File: src/hdl/capture_compare_defs.svh
// Purpose: Offsets, field positions, reset values and counts of the capture/compare unit.
// Assumes: APB with 32-bit data, one aligned word per register.
// Notes:   Definitions only.
`ifndef CAPTURE_COMPARE_DEFS_SVH
`define CAPTURE_COMPARE_DEFS_SVH

`define CC_ADDR_WIDTH      12
`define CC_OFS_CONTROL     10'h000
`define CC_OFS_RESULT_LOW  10'h001
`define CC_OFS_RESULT_HIGH 10'h002
`define CC_OFS_FLAGS       10'h003
`define CC_OFS_TIMER       10'h004

`define CC_MODE_LSB        0
`define CC_MODE_MSB        3
`define CC_DUTY_B0_POS     4
`define CC_DUTY_B1_POS     5
`define CC_FLAG_POS        0

`define CC_CONTROL_RESET   6'h00
`define CC_FLAG_RESET      1'b0
`define CC_TIMER_RESET     16'h0000
`define CC_RESULT_RESET    8'h00

`define CC_MODE_OFF        4'h0
`define CC_MODE_TOGGLE     4'h2
`define CC_MODE_FALL       4'h4
`define CC_MODE_RISE       4'h5
`define CC_MODE_RISE4      4'h6
`define CC_MODE_RISE16     4'h7
`define CC_MODE_SET        4'h8
`define CC_MODE_CLEAR      4'h9
`define CC_MODE_SOFT       4'hA
`define CC_MODE_SPECIAL    4'hB

`define CC_PRESCALE_LAST4  2'h3
`define CC_PRESCALE_LAST16 4'hF

`endif

File: src/hdl/capture_compare_pkg.sv
// Purpose: Types shared by the capture/compare unit and its bench.
// Assumes: APB3 signalling without strobes.
// Notes:   Constants live in capture_compare_defs.svh.
`include "capture_compare_defs.svh"

package capture_compare_pkg;

  typedef struct packed {
    logic                      psel;
    logic                      penable;
    logic                      pwrite;
    logic [`CC_ADDR_WIDTH-1:0] paddr;
    logic [31:0]               pwdata;
  } apb_req_type;

  typedef struct packed {
    logic [31:0] prdata;
    logic        pready;
    logic        pslverr;
  } apb_rsp_type;

  typedef enum logic [3:0] {
    CLASS_OFF     = 4'b0001,
    CLASS_CAPTURE = 4'b0010,
    CLASS_COMPARE = 4'b0100,
    CLASS_PWM     = 4'b1000
  } mode_class_type;

endpackage

File: src/hdl/timer_capture_compare_unit.sv
// Purpose: Capture/compare unit with its 16-bit capture timer, reached over APB.
// Assumes: All inputs synchronous to sys_clk; timerTick is a one-cycle enable.
// Notes:   PWM waveform and A/D converter are outside; duty bits are only stored.
//
// Overview of operation
// RULE1 - Mode zero turns unit off, resets state.
// RULE2 - Software avoids reserved modes 0001, 0011.
// RULE3 - Mode 0010 toggles pin, sets flag.
// RULE4 - Modes 0100-0111 pick capture edge and prescale.
// RULE5 - Mode 1000 sets, 1001 clears pin, flag.
// RULE6 - Mode 1010 only sets the flag.
// RULE7 - Mode 1011 flags, resets timer, starts conversion.
// RULE8 - Modes 11xx PWM; bits 5-4 duty LSBs.
// RULE9 - Control bits 7-6 read zero; reset zero.
// RULE10 - Capture copies full timer into result pair.
// RULE11 - Capture sets flag; only software clears.
// RULE12 - New capture overwrites unread result.
// RULE13 - Capture watches pin level even driven.
// RULE14 - Software should make pin input for capture.
// RULE15 - Software clocks timer synchronously only.
// RULE16 - Mode change may raise false flag.
// RULE17 - Prescaler cleared when off or not capturing.
// RULE18 - Prescale switch keeps counter; clear control first.
// RULE19 - Sleep halts internally clocked timer only.
// RULE20 - Compare modes compare result with timer.
// RULE21 - Special event immediate; timer reset next tick.
// RULE22 - Clearing control forces compare latch low.
// RULE23 - Pin synchronised; one capture per edge.
// RULE24 - Result pair writable, reads without side effect.
`timescale 1ns/100ps
`include "capture_compare_defs.svh"

module timer_capture_compare_unit
  #(
    parameter int TIMER_WIDTH = 16
  )
  (
    input  wire logic                              sys_clk,
    input  wire logic                              rst,
    input  wire capture_compare_pkg::apb_req_type  apbReq,
    output      capture_compare_pkg::apb_rsp_type  apbRsp,
    input  wire logic                              pinIn,
    output      logic                              pinOut,
    output      logic                              pinOe,
    input  wire logic                              timerTick,
    input  wire logic                              extClockSel,
    input  wire logic                              sleepMode,
    input  wire logic                              adcEnabled,
    output      logic                              adcStart,
    output      logic                              specialEvent,
    output      logic                              eventFlag
  );

  import capture_compare_pkg::*;

  if (TIMER_WIDTH != 16)
  begin : gen_width_check
    $error("The timer must be 16 bits wide.");
  end

  logic [5:0]             control;
  logic [7:0]             resultLow;
  logic [7:0]             resultHigh;
  logic [TIMER_WIDTH-1:0] captureTimer;
  logic [3:0]             prescaleCount;
  logic [2:0]             pinSync;
  logic                   compareLatch;
  logic                   matchSeen;
  logic                   resetPending;
  logic [31:0]            readData;
  logic [3:0]             unitMode;
  mode_class_type         modeClass;
  logic [9:0]             wordIndex;
  logic                   setupPhase;
  logic                   accessPhase;
  logic                   writeTaken;
  logic                   mapped;
  logic                   pinRose;
  logic                   pinFell;
  logic                   captureEvent;
  logic                   timerMatch;
  logic                   matchEvent;
  logic                   timerRun;
  logic                   controlZeroWrite;
  logic [5:0]             next_control;

  assign unitMode   = control[`CC_MODE_MSB:`CC_MODE_LSB];
  assign wordIndex  = apbReq.paddr[`CC_ADDR_WIDTH-1:2];
  assign setupPhase = apbReq.psel & ~apbReq.penable;
  assign accessPhase = apbReq.psel & apbReq.penable;

  always_comb
  begin
    unique case (wordIndex)
      `CC_OFS_CONTROL,
      `CC_OFS_RESULT_LOW,
      `CC_OFS_RESULT_HIGH,
      `CC_OFS_FLAGS,
      `CC_OFS_TIMER:
        mapped = 1'b1;
      default:
        mapped = 1'b0;
    endcase
  end

  assign writeTaken = accessPhase & apbReq.pwrite & mapped;

  // Modes 0001 and 0011 have no function and behave like off.
  always_comb
  begin
    unique case (unitMode)
      `CC_MODE_FALL,
      `CC_MODE_RISE,
      `CC_MODE_RISE4,
      `CC_MODE_RISE16:
        modeClass = CLASS_CAPTURE; // [RULE4]
      `CC_MODE_TOGGLE,
      `CC_MODE_SET,
      `CC_MODE_CLEAR,
      `CC_MODE_SOFT,
      `CC_MODE_SPECIAL:
        modeClass = CLASS_COMPARE;
      4'hC,
      4'hD,
      4'hE,
      4'hF:
        modeClass = CLASS_PWM; // [RULE8]
      default:
        modeClass = CLASS_OFF; // [RULE1] [RULE2]
    endcase
  end

  // The register interface answers in the access phase with no wait state.
  assign apbRsp.pready  = 1'b1;
  assign apbRsp.pslverr = accessPhase & ~mapped;
  assign apbRsp.prdata  = readData;

  // Read data is latched in the setup cycle; reads have no side effects.
  always_ff @(posedge sys_clk)
  begin
    if (rst)
    begin
      readData <= 32'h0000_0000;
    end
    else if (setupPhase)
    begin
      unique case (wordIndex)
        `CC_OFS_CONTROL:
          readData <= {26'h000_0000, control}; // [RULE9]
        `CC_OFS_RESULT_LOW:
          readData <= {24'h00_0000, resultLow}; // [RULE24]
        `CC_OFS_RESULT_HIGH:
          readData <= {24'h00_0000, resultHigh}; // [RULE24]
        `CC_OFS_FLAGS:
          readData <= {31'h0000_0000, eventFlag};
        `CC_OFS_TIMER:
          readData <= {16'h0000, captureTimer};
        default:
          readData <= 32'h0000_0000;
      endcase
    end
  end

  assign next_control     = apbReq.pwdata[5:0];
  assign controlZeroWrite = writeTaken & (wordIndex == `CC_OFS_CONTROL) & (next_control == 6'h00);

  always_ff @(posedge sys_clk)
  begin
    if (rst)
    begin
      control <= `CC_CONTROL_RESET; // [RULE9]
    end
    else if (writeTaken && wordIndex == `CC_OFS_CONTROL)
    begin
      control <= next_control; // [RULE8] [RULE9]
    end
  end

  // Pin level is sampled whatever its direction, so port writes can capture.
  always_ff @(posedge sys_clk)
  begin
    if (rst)
    begin
      pinSync <= 3'b000;
    end
    else
    begin
      pinSync <= {pinSync[1:0], pinIn}; // [RULE13] [RULE23]
    end
  end

  assign pinRose = pinSync[1] & ~pinSync[2]; // [RULE23]
  assign pinFell = ~pinSync[1] & pinSync[2]; // [RULE23]

  // The prescaler keeps counting across prescale changes.
  always_ff @(posedge sys_clk)
  begin
    if (rst || modeClass != CLASS_CAPTURE)
    begin
      prescaleCount <= 4'h0; // [RULE17]
    end
    else if (pinRose)
    begin
      prescaleCount <= prescaleCount + 4'h1; // [RULE18]
    end
  end

  always_comb
  begin
    unique case (unitMode)
      `CC_MODE_FALL:
        captureEvent = pinFell; // [RULE4]
      `CC_MODE_RISE:
        captureEvent = pinRose; // [RULE4]
      `CC_MODE_RISE4:
        captureEvent = pinRose & (prescaleCount[1:0] == `CC_PRESCALE_LAST4); // [RULE4]
      `CC_MODE_RISE16:
        captureEvent = pinRose & (prescaleCount == `CC_PRESCALE_LAST16); // [RULE4]
      default:
        captureEvent = 1'b0;
    endcase
  end

  assign timerMatch = (modeClass == CLASS_COMPARE) && (captureTimer == {resultHigh, resultLow}); // [RULE20]

  always_ff @(posedge sys_clk)
  begin
    if (rst || modeClass != CLASS_COMPARE)
    begin
      matchSeen <= 1'b0; // [RULE1]
    end
    else
    begin
      matchSeen <= timerMatch;
    end
  end

  assign matchEvent   = timerMatch & ~matchSeen;
  assign specialEvent = timerMatch & (unitMode == `CC_MODE_SPECIAL); // [RULE21] [RULE7]
  assign adcStart     = matchEvent & (unitMode == `CC_MODE_SPECIAL) & adcEnabled; // [RULE7]

  // Result pair: a capture wins over a software write in the same cycle.
  always_ff @(posedge sys_clk)
  begin
    if (rst)
    begin
      resultLow  <= `CC_RESULT_RESET;
      resultHigh <= `CC_RESULT_RESET;
    end
    else if (captureEvent)
    begin
      resultLow  <= captureTimer[7:0]; // [RULE10] [RULE12]
      resultHigh <= captureTimer[15:8]; // [RULE10] [RULE12]
    end
    else if (writeTaken)
    begin
      if (wordIndex == `CC_OFS_RESULT_LOW)
      begin
        resultLow <= apbReq.pwdata[7:0]; // [RULE24]
      end
      if (wordIndex == `CC_OFS_RESULT_HIGH)
      begin
        resultHigh <= apbReq.pwdata[7:0]; // [RULE24]
      end
    end
  end

  // A mode change can create a spurious event; software clears the flag after it.
  always_ff @(posedge sys_clk)
  begin
    if (rst)
    begin
      eventFlag <= `CC_FLAG_RESET;
    end
    else if (captureEvent || matchEvent)
    begin
      eventFlag <= 1'b1; // [RULE11] [RULE3] [RULE5] [RULE6] [RULE7] [RULE16]
    end
    else if (writeTaken && wordIndex == `CC_OFS_FLAGS && apbReq.pwdata[`CC_FLAG_POS])
    begin
      eventFlag <= 1'b0; // [RULE11]
    end
  end

  // Compare output latch drives the pin only in the pin-controlling modes.
  always_ff @(posedge sys_clk)
  begin
    if (rst || modeClass == CLASS_OFF || controlZeroWrite)
    begin
      compareLatch <= 1'b0; // [RULE1] [RULE22]
    end
    else if (matchEvent)
    begin
      unique case (unitMode)
        `CC_MODE_TOGGLE:
          compareLatch <= ~compareLatch; // [RULE3]
        `CC_MODE_SET:
          compareLatch <= 1'b1; // [RULE5]
        `CC_MODE_CLEAR:
          compareLatch <= 1'b0; // [RULE5]
        default:
          compareLatch <= compareLatch; // [RULE6] [RULE7]
      endcase
    end
  end

  assign pinOut = compareLatch;
  assign pinOe  = (unitMode == `CC_MODE_TOGGLE) | (unitMode == `CC_MODE_SET) | (unitMode == `CC_MODE_CLEAR);

  // An internally clocked timer halts in sleep and resumes from its value.
  assign timerRun = timerTick & (extClockSel | ~sleepMode); // [RULE19] [RULE15]

  // The special event reset waits for the next tick and is dropped if the match goes away.
  always_ff @(posedge sys_clk)
  begin
    if (rst || unitMode != `CC_MODE_SPECIAL)
    begin
      resetPending <= 1'b0;
    end
    else
    begin
      resetPending <= specialEvent; // [RULE21]
    end
  end

  always_ff @(posedge sys_clk)
  begin
    if (rst)
    begin
      captureTimer <= `CC_TIMER_RESET;
    end
    else if (writeTaken && wordIndex == `CC_OFS_TIMER)
    begin
      captureTimer <= apbReq.pwdata[15:0];
    end
    else if (timerRun)
    begin
      if (resetPending && specialEvent)
      begin
        captureTimer <= `CC_TIMER_RESET; // [RULE7] [RULE21]
      end
      else
      begin
        captureTimer <= captureTimer + 16'h0001;
      end
    end
  end

endmodule

File: config.mk
export PLATFORM = sky130hd
export DESIGN_NAME = timer_capture_compare_unit
export DESIGN_NICKNAME = d
export VERILOG_FILES = /design/src/hdl/capture_compare_pkg.sv /design/src/hdl/timer_capture_compare_unit.sv
export VERILOG_INCLUDE_DIRS = /design/src /design/src/hdl
export SDC_FILE = /design/constraint.sdc
export NUM_CORES = 1
export LEC_CHECK = 0
export BUFFER_PORTS_ARGS = -buffer_cell sky130_fd_sc_hd__buf_2
export CAP_MARGIN = 20
export CORE_UTILIZATION = 60
export CTS_BUF_LIST = sky130_fd_sc_hd__clkbuf_2 sky130_fd_sc_hd__clkbuf_4 sky130_fd_sc_hd__clkbuf_8
export CTS_CLUSTER_SIZE = 25
export DETAILED_ROUTE_END_ITERATION = 8
export GPL_TIMING_DRIVEN = 0
export HOLD_SLACK_MARGIN = 0.06
export PLACE_DENSITY = 0.87
export RECOVER_POWER = 100
export SLEW_MARGIN = 0
export SYNTH_ARGS = -nofsm -noshare
export SYNTH_HDL_FRONTEND = slang
export SYNTH_SLANG_ARGS = --single-unit
File: constraint.sdc
create_clock -name sys_clk -period 3.55 [get_ports sys_clk]
set_clock_uncertainty 0.2 [all_clocks]
set_input_delay 0.1775 -clock sys_clk [delete_from_list [all_inputs] [get_ports sys_clk]]
set_output_delay 0.1775 -clock sys_clk [all_outputs]
set_load 0.01 [all_outputs]
==> run metrics, run 1 <==
run status=complete, no violations; post-synth top area share=0.350; number of levels in the clock H-tree=3; library cell contributing the largest single delay on the critical path=nor4_1; share of cells above drive strength 1=0.127; floorplan die width=83.1 um; Power Density=369 nW/um^2; Leak Pwr=0.00175 uW; critical path capture point type=flop; total core area=6350 um^2; worst min path class=in2reg; total standard cell area after synthesis=3950 um^2; grt ovf=0; cell types with the largest area share after synthesis=dfxtp_1, mux2i_1, nor2_1; fraction of registers with async set/reset=0; Post-CTS Setup Repair Bufs=0; power after layout=1750 uW; number of nets at the end of the flow=650; die height=83.1 um; Critical Path Source Type=input pin; number of endpoints with negative hold slack in the final report=0; global-route wire length before repair=19.4 mm; slew margin rel.=0.210; final weighted congestion of routability-driven global placement=0.926; Max FO, Critical Path=8; final setup violation count=0; number of detailed-routing iterations run before antenna repair=5; cell taking the most area after synthesis=dfxtp_1; number of max-cap violations=0; depth of the critical timing path with buffers and inverters included=8; worst setup path startpoint=apbReq[40]; # clock sinks=69; part of the Yosys area used for sequential elements=0.350; Crit path max-delay family=simple AND/OR/NAND/NOR gates; cell count after synthesis=495; full die area=6900 um^2; row count=29; dominant register cell in the synthesized netlist=dfxtp_1; required arrival time at the worst endpoint=3.61 ns; flop and latch count out of synthesis=69; Worst R2R Start=captureTimer[4]; cell area after layout=4740 um^2; RSZ-0062 raised after global routing=false; r2r endpoint=captureTimer[13]; worst IR drop on VDD=0.000293 V; Initial Util=0.621; Yosys cell types=50; crit path buf inv count=2; reg2reg path depth=7; slew at the pin closest to its max-slew limit=1.18 ns; number of DRC markers in iteration 0=438; Antenna Diode Count=0; final sum of negative setup slack=0 ns; area after detailed placement=4380 um^2; number of antenna violations at the first check in global routing=0; I/O pin total=93; count of input and output buffers=56; kind of critical path=in2reg; Layout area overhead=20.2%; Max Buffers Root-to-Sink=2; Root Driver=clkbuf_8; utilization after layout=0.747; syn avg cell area=7.97 um^2; Worst setup endpoint=resultLow[5]; worst skew pair latency=0.36 ns; number of synthesized flops with an enable pin=0; Tot GR Track Use=0.359; detailed-route via count=4149; pin count of the biggest net entering global routing=13; clock-pin slew of the registers on the worst-case setup and hold paths=0.08 ns; Critical Path Max Stage Delay=0.83 ns; clock buffers created by TritonCTS=9; DPL Wire Length=8.46 mm; clock tree from TritonCTS=yes; residual DRC count=0; CP Cell Sequence=buf_2 > nor4_1 > nand3_4 > nor3b_4 > nor3b_1 > clkbuf_1 > mux2i_1 > a211oi_1; remaining antenna violation count=0; final routed wirelength across all metal layers=12.3 mm; mean number of vias per cell=6.14; count of yosys warnings during synthesis=0; FF-to-FF setup slack=0.83 ns; portion of the clock cycle consumed by the worst path in the final layout=0.844; arrival time reported for the critical path endpoint=3.06 ns; Max Fclk=0.334 GHz; via count of the first global-routing pass=3906; minimum clock period=3.00 ns; mean routed wirelength per cell=18.2 um; number of pins with negative max-slew slack in the final report=0
layout by cell type, fill, tap and decap left out, types with 3 or more instances in the layout:
cell type	Yosys	final
mux2i_1	27	27
mux2_2	3	3
a211oi_1	20	20
dlygate4sd3_1	0	17
a31oi_1	6	6
nor4b_1	3	3
a21oi_1	22	22
o21ai_0	21	21
nor3b_1	3	4
nor3_1	24	24
nand4b_1	3	3
nand2b_1	7	7
a221oi_1	11	11
nand2_1	41	41
nor2_1	56	56
nand3_1	28	28
dfxtp_1	69	69
nor2b_1	6	6
buf_4	17	17
clkbuf_8	0	11
nor4_1	9	10
and3_1	3	3
inv_1	14	14
xor2_1	3	3
conb_1	2	17
nand4_1	11	11
buf_2	0	34
bufinv_16	0	3
clkbuf_1	38	61
xnor2_1	16	16
registers in the layout, summed over array words and instances, names as in the netlist:
signal,flops
pinSync,3
captureTimer,16
pinOut,1
control,6
resetPending,1
modeClass,4
resultHigh,8
matchSeen,1
readData,16
resultLow,8
eventFlag,1
prescaleCount,4
per-layer routing:
metal	wire length, um	global-route usage	vias up
li1	-	-	1946
met1	4990	0.459	1913
met2	5780	0.597	249
met3	1170	0.0656	41
met4	349	0.146	0
met5	0	0	-
where the power goes:
part / switching [uW] / internal [uW] / leakage [uW] / total, uW
sequential: 1.65 / 777 / 0.000556 / 778
combinational: 85.6 / 58.1 / 0.00107 / 144
clock: 323 / 506 / 0.000126 / 830
Yosys cell counts (2+ instances only):
| library cell | instances |
|---|---|
| inv_1 | 14 |
| a211oi_1 | 20 |
| nor4_4 | 2 |
| nand2_1 | 41 |
| ha_1 | 2 |
| a31oi_1 | 6 |
| a21oi_1 | 22 |
| a222oi_1 | 2 |
| a32oi_1 | 2 |
| nor2b_1 | 6 |
| and3_1 | 3 |
| clkbuf_1 | 38 |
| nor4b_1 | 3 |
| nand2b_1 | 7 |
| o21a_1 | 2 |
| dfxtp_1 | 69 |
| o21ai_0 | 21 |
| nand3_1 | 28 |
| nand4_1 | 11 |
| nor3_1 | 24 |
| mux2i_1 | 27 |
| nor3b_1 | 3 |
| a221oi_1 | 11 |
| nor4_1 | 9 |
| buf_4 | 17 |
| mux2_2 | 3 |
| conb_1 | 2 |
| o31ai_1 | 2 |
| a311oi_1 | 2 |
| nor2_1 | 56 |
| o22ai_1 | 2 |
| xor2_1 | 3 |
| xnor2_1 | 16 |
| nand4b_1 | 3 |
worst min path at each step:
stage          startpoint         end  slack (ns)  depth (start not counted)
3_5_place_dp        pinIn  pinSync[0]        0.20                          2
2_1_floorplan       pinIn  pinSync[0]        0.11                          1
6_report       apbReq[34]  control[4]        0.11                          4
5_1_grt        apbReq[34]  control[4]        0.15                          4
3_3_place_gp        pinIn  pinSync[0]        0.19                          2
4_1_cts        apbReq[34]  control[4]        0.07                          4
tightest hold or removal path, cell delays in order:
cell and delay [ns]:
buf_2 0.11, nor4_2 0.13, mux2i_1 0.14, nor2_1 0.07
cell families (layout without fill, tap and decap cells):
logic type / count (synthesis) / after routing / synth area share
simple gates: 205 / 205 / 0.271
compound gates: 97 / 97 / 0.161
buf+inv: 70 / 159 / 0.0847
flops: 69 / 69 / 0.350
mux: 31 / 31 / 0.0828
xor+xnor: 19 / 19 / 0.0422
fa+ha+maj: 2 / 2 / 0.00634
other cells: 2 / 17 / 0.00190
cell type report:
cell class                      instances  area, um^2
Fill cell                             509        1610
Clock inverter                          5         106
Sequential cell                        69        1380
Timing Repair Buffer                   73         423
Buffer                                 56         274
Tap cell                               77        96.3
Clock buffer                           11         151
Inverter                               14        52.6
Multi-Input combinational cell        371        2260
repair_timing:
item                                   CTS  global route
endpoints found under the hold margin   32             0
gates resized for setup                  0             0
hold buffers                            17             0
stage by stage:
stage | instances | worst slack, ns | hold WS, ns
6_report | 676 | 0.553 | 0.111
5_1_grt | 676 | 0.297 | 0.149
4_1_cts | 676 | 0.718 | 0.0746
3_5_place_dp | 643 | 0.935 | 0.201
3_3_place_gp | 643 | 1.05 | 0.188
2_1_floorplan | 510 | 1.47 | 0.106
No activity file was read; power rests on OpenSTA's default activity.
==> run 2: changes to the inputs <==
--- a/config.mk
+++ b/config.mk
@@ -8,13 +8,13 @@
 export LEC_CHECK = 0
 export BUFFER_PORTS_ARGS = -buffer_cell sky130_fd_sc_hd__buf_2
 export CAP_MARGIN = 20
-export CORE_UTILIZATION = 60
+export CORE_UTILIZATION = 56
 export CTS_BUF_LIST = sky130_fd_sc_hd__clkbuf_2 sky130_fd_sc_hd__clkbuf_4 sky130_fd_sc_hd__clkbuf_8
 export CTS_CLUSTER_SIZE = 25
 export DETAILED_ROUTE_END_ITERATION = 8
 export GPL_TIMING_DRIVEN = 0
 export HOLD_SLACK_MARGIN = 0.06
-export PLACE_DENSITY = 0.87
+export PLACE_DENSITY = 0.82
 export RECOVER_POWER = 100
 export SLEW_MARGIN = 0
 export SYNTH_ARGS = -nofsm -noshare
==> constraint.sdc (replaced) <==
create_clock -name sys_clk -period 3.1 [get_ports sys_clk]
set_clock_uncertainty 0.2 [all_clocks]
set_input_delay 0.155 -clock sys_clk [delete_from_list [all_inputs] [get_ports sys_clk]]
set_output_delay 0.155 -clock sys_clk [all_outputs]
set_load 0.01 [all_outputs]
==> run 2 against run 1 <==
Global-route usage shrank 2.5 points. Final area grew 0.66%. Count of clock-buffer cells in the layout shrank 2. Clock power grew 10%. Cell count grew 2.8%. Register-to-register slack lost 0.32 ns. Routed wire length shrank 2.6%. Sequential power grew 15%. Sequential cell count is the same. Power grew 13%. Hold slack lost 0.040 ns.
==> run metrics, run 2 (synthesized netlist as in run 1, its figures left out) <==
run status=complete, no violations; slew margin rel.=0.293 (+0.0833); Power Density=413 nW/um^2 (+12%); number of endpoints with negative hold slack in the final report=0 (unchanged); number of DRC markers in iteration 0=339 (-23%); launch point of the worst hold path=apbReq[34]; floorplan die width=85.9 um (+3.4%); mean routed wirelength per cell=17.2 um (-5.2%); FF-to-FF setup slack=0.51 ns (-0.32 ns); critical path capture point type=primary output; kind of critical path=reg2out; final weighted congestion of routability-driven global placement=0.966 (+4.3%); # clock sinks=69 (unchanged); Post-CTS Setup Repair Bufs=0 (unchanged); RSZ-0062 raised after global routing=false; Leak Pwr=0.00175 uW (+0.18%); number of max-cap violations=0 (unchanged); worst min path class=in2reg; full die area=7380 um^2 (+7.0%); grt ovf=0 (unchanged); reg2reg path depth=7 (unchanged); number of antenna violations at the first check in global routing=0 (unchanged); clock tree from TritonCTS=yes; minimum clock period=2.83 ns; final routed wirelength across all metal layers=12.0 mm (-2.6%); Antenna Diode Count=0 (unchanged); number of levels in the clock H-tree=3 (unchanged); Max Fclk=0.354 GHz; number of nets at the end of the flow=650 (unchanged); leading registers by flop count=captureTimer x16, readData x16; Max Buffers Root-to-Sink=2 (unchanged); Worst R2R Start=captureTimer[4]; Root Driver=clkbuf_8; required arrival time at the worst endpoint=2.74 ns (-0.87 ns); Max FO, Critical Path=9 (+1); arrival time reported for the critical path endpoint=2.47 ns (-0.59 ns); utilization after layout=0.703 (-0.0442); DPL Wire Length=8.58 mm (+1.4%); I/O pin total=93 (unchanged); total core area=6790 um^2 (+7.0%); row count=30 (+3.4%); number of detailed-routing iterations run before antenna repair=8 (+3); count of input and output buffers=56 (unchanged); die height=85.9 um (+3.4%); residual DRC count=0 (unchanged); worst hold path depth=4 (unchanged); remaining antenna violation count=0 (unchanged); portion of the clock cycle consumed by the worst path in the final layout=0.911; Tot GR Track Use=0.334 (-0.0245); Critical Path Max Stage Delay=0.43 ns (-0.40 ns); clock buffers created by TritonCTS=9 (unchanged); CP Cell Sequence=clkbuf_1 > xnor2_1 > nand2_1 > nor4_1 > nand2_1 > nor2_1 > and3b_1 > clkbuf_1; Layout area overhead=21.0%; final sum of negative setup slack=0 ns (unchanged); mean number of vias per cell=5.90 (-3.8%); via count of the first global-routing pass=3720 (-4.8%); global-route wire length before repair=18.7 mm (-3.5%); most used cells in the layout excluding fill and tap cells=dfxtp_1, clkbuf_1, nor2_1; worst setup path startpoint=captureTimer[11]; Critical Path Source Type=flop; pin count of the biggest net entering global routing=14 (+1); slew at the pin closest to its max-slew limit=1.05 ns (-0.125 ns); Initial Util=0.581 (-0.0406); number of pins with negative max-slew slack in the final report=0 (unchanged); most common cell after layout, fill and taps aside=dfxtp_1; worst IR drop on VDD=0.000371 V (+26%); share of cells above drive strength 1=0.130 (+0.00334); detailed-route via count=4102 (-1.1%); final setup violation count=0 (unchanged); library cell contributing the largest single delay on the critical path=clkbuf_1; clock-pin slew of the registers on the worst-case setup and hold paths=0.08 ns (about the same); worst skew pair latency=0.35 ns (about the same)
==> run 2: layout make-up <==
| type | count | area (um^2) |
|---|---|---|
| inverter | 14 | 52.6 |
| timing repair buffer | 73 | 423 |
| sequential | 69 | 1380 |
| clock buffer | 9 | 124 |
| fill | 593 | 2020 |
| buffer | 56 | 282 |
| tap | 96 | 120 |
| multi-input combinational | 371 | 2270 |
| clock inverter | 7 | 120 |
==> run 2: power by group <==
group | switching, uW | internal (uW) | leakage, uW | total, uW
Clock | 378 | 539 | 0.000120 | 917
Sequential | 2.00 | 890 | 0.000556 | 892
Combinational | 97.1 | 66.6 | 0.00108 | 164
Total | 478 | 1490 | 0.00175 | 1970
==> run 2: per-stage QoR <==
| step | hold slack [ns] | std cells | cell area, um^2 | worst slack (ns) | total power [uW] |
|---|---|---|---|---|---|
| floorplan | 0.0832 | 510 | 4000 | 1.02 | 997 |
| global placement | 0.167 | 662 | 4400 | 0.587 | 1060 |
| detailed placement | 0.171 | 662 | 4400 | 0.566 | 1060 |
| CTS | 0.0624 | 695 | 4820 | 0.322 | 1980 |
| global route | 0.118 | 695 | 4770 | 0.0798 | 2020 |
| finish | 0.0713 | 695 | 4770 | 0.275 | 1970 |
==> run 2: metal layers <==
layer	track usage	routed length, um	vias to the layer above
met4	0.152	393	0
met1	0.437	4950	1887
met5	0	0	-
li1	-	-	1952
met2	0.533	5480	226
met3	0.0654	1150	37
==> run 2: worst paths after layout <==
kind	endpoint
max	adcStart
min reg2reg	readData[10]
max reg2reg	captureTimer[13]
min	control[0]
==> run 2: worst max-delay path, delay by kind of cell, from the launching register on <==
family	cells	cell delay, ns
xor gates and xnor gates	1	0.21
DFF	1	0.31
and+or+nand+nor	5	1.04
buffers and inverters	2	0.58
==> run 2: what timing repair did <==
item,4_1_cts,5_1_grt
resized for setup,0,0
hold buffers,17,0
endpoints found under the hold margin,34,0
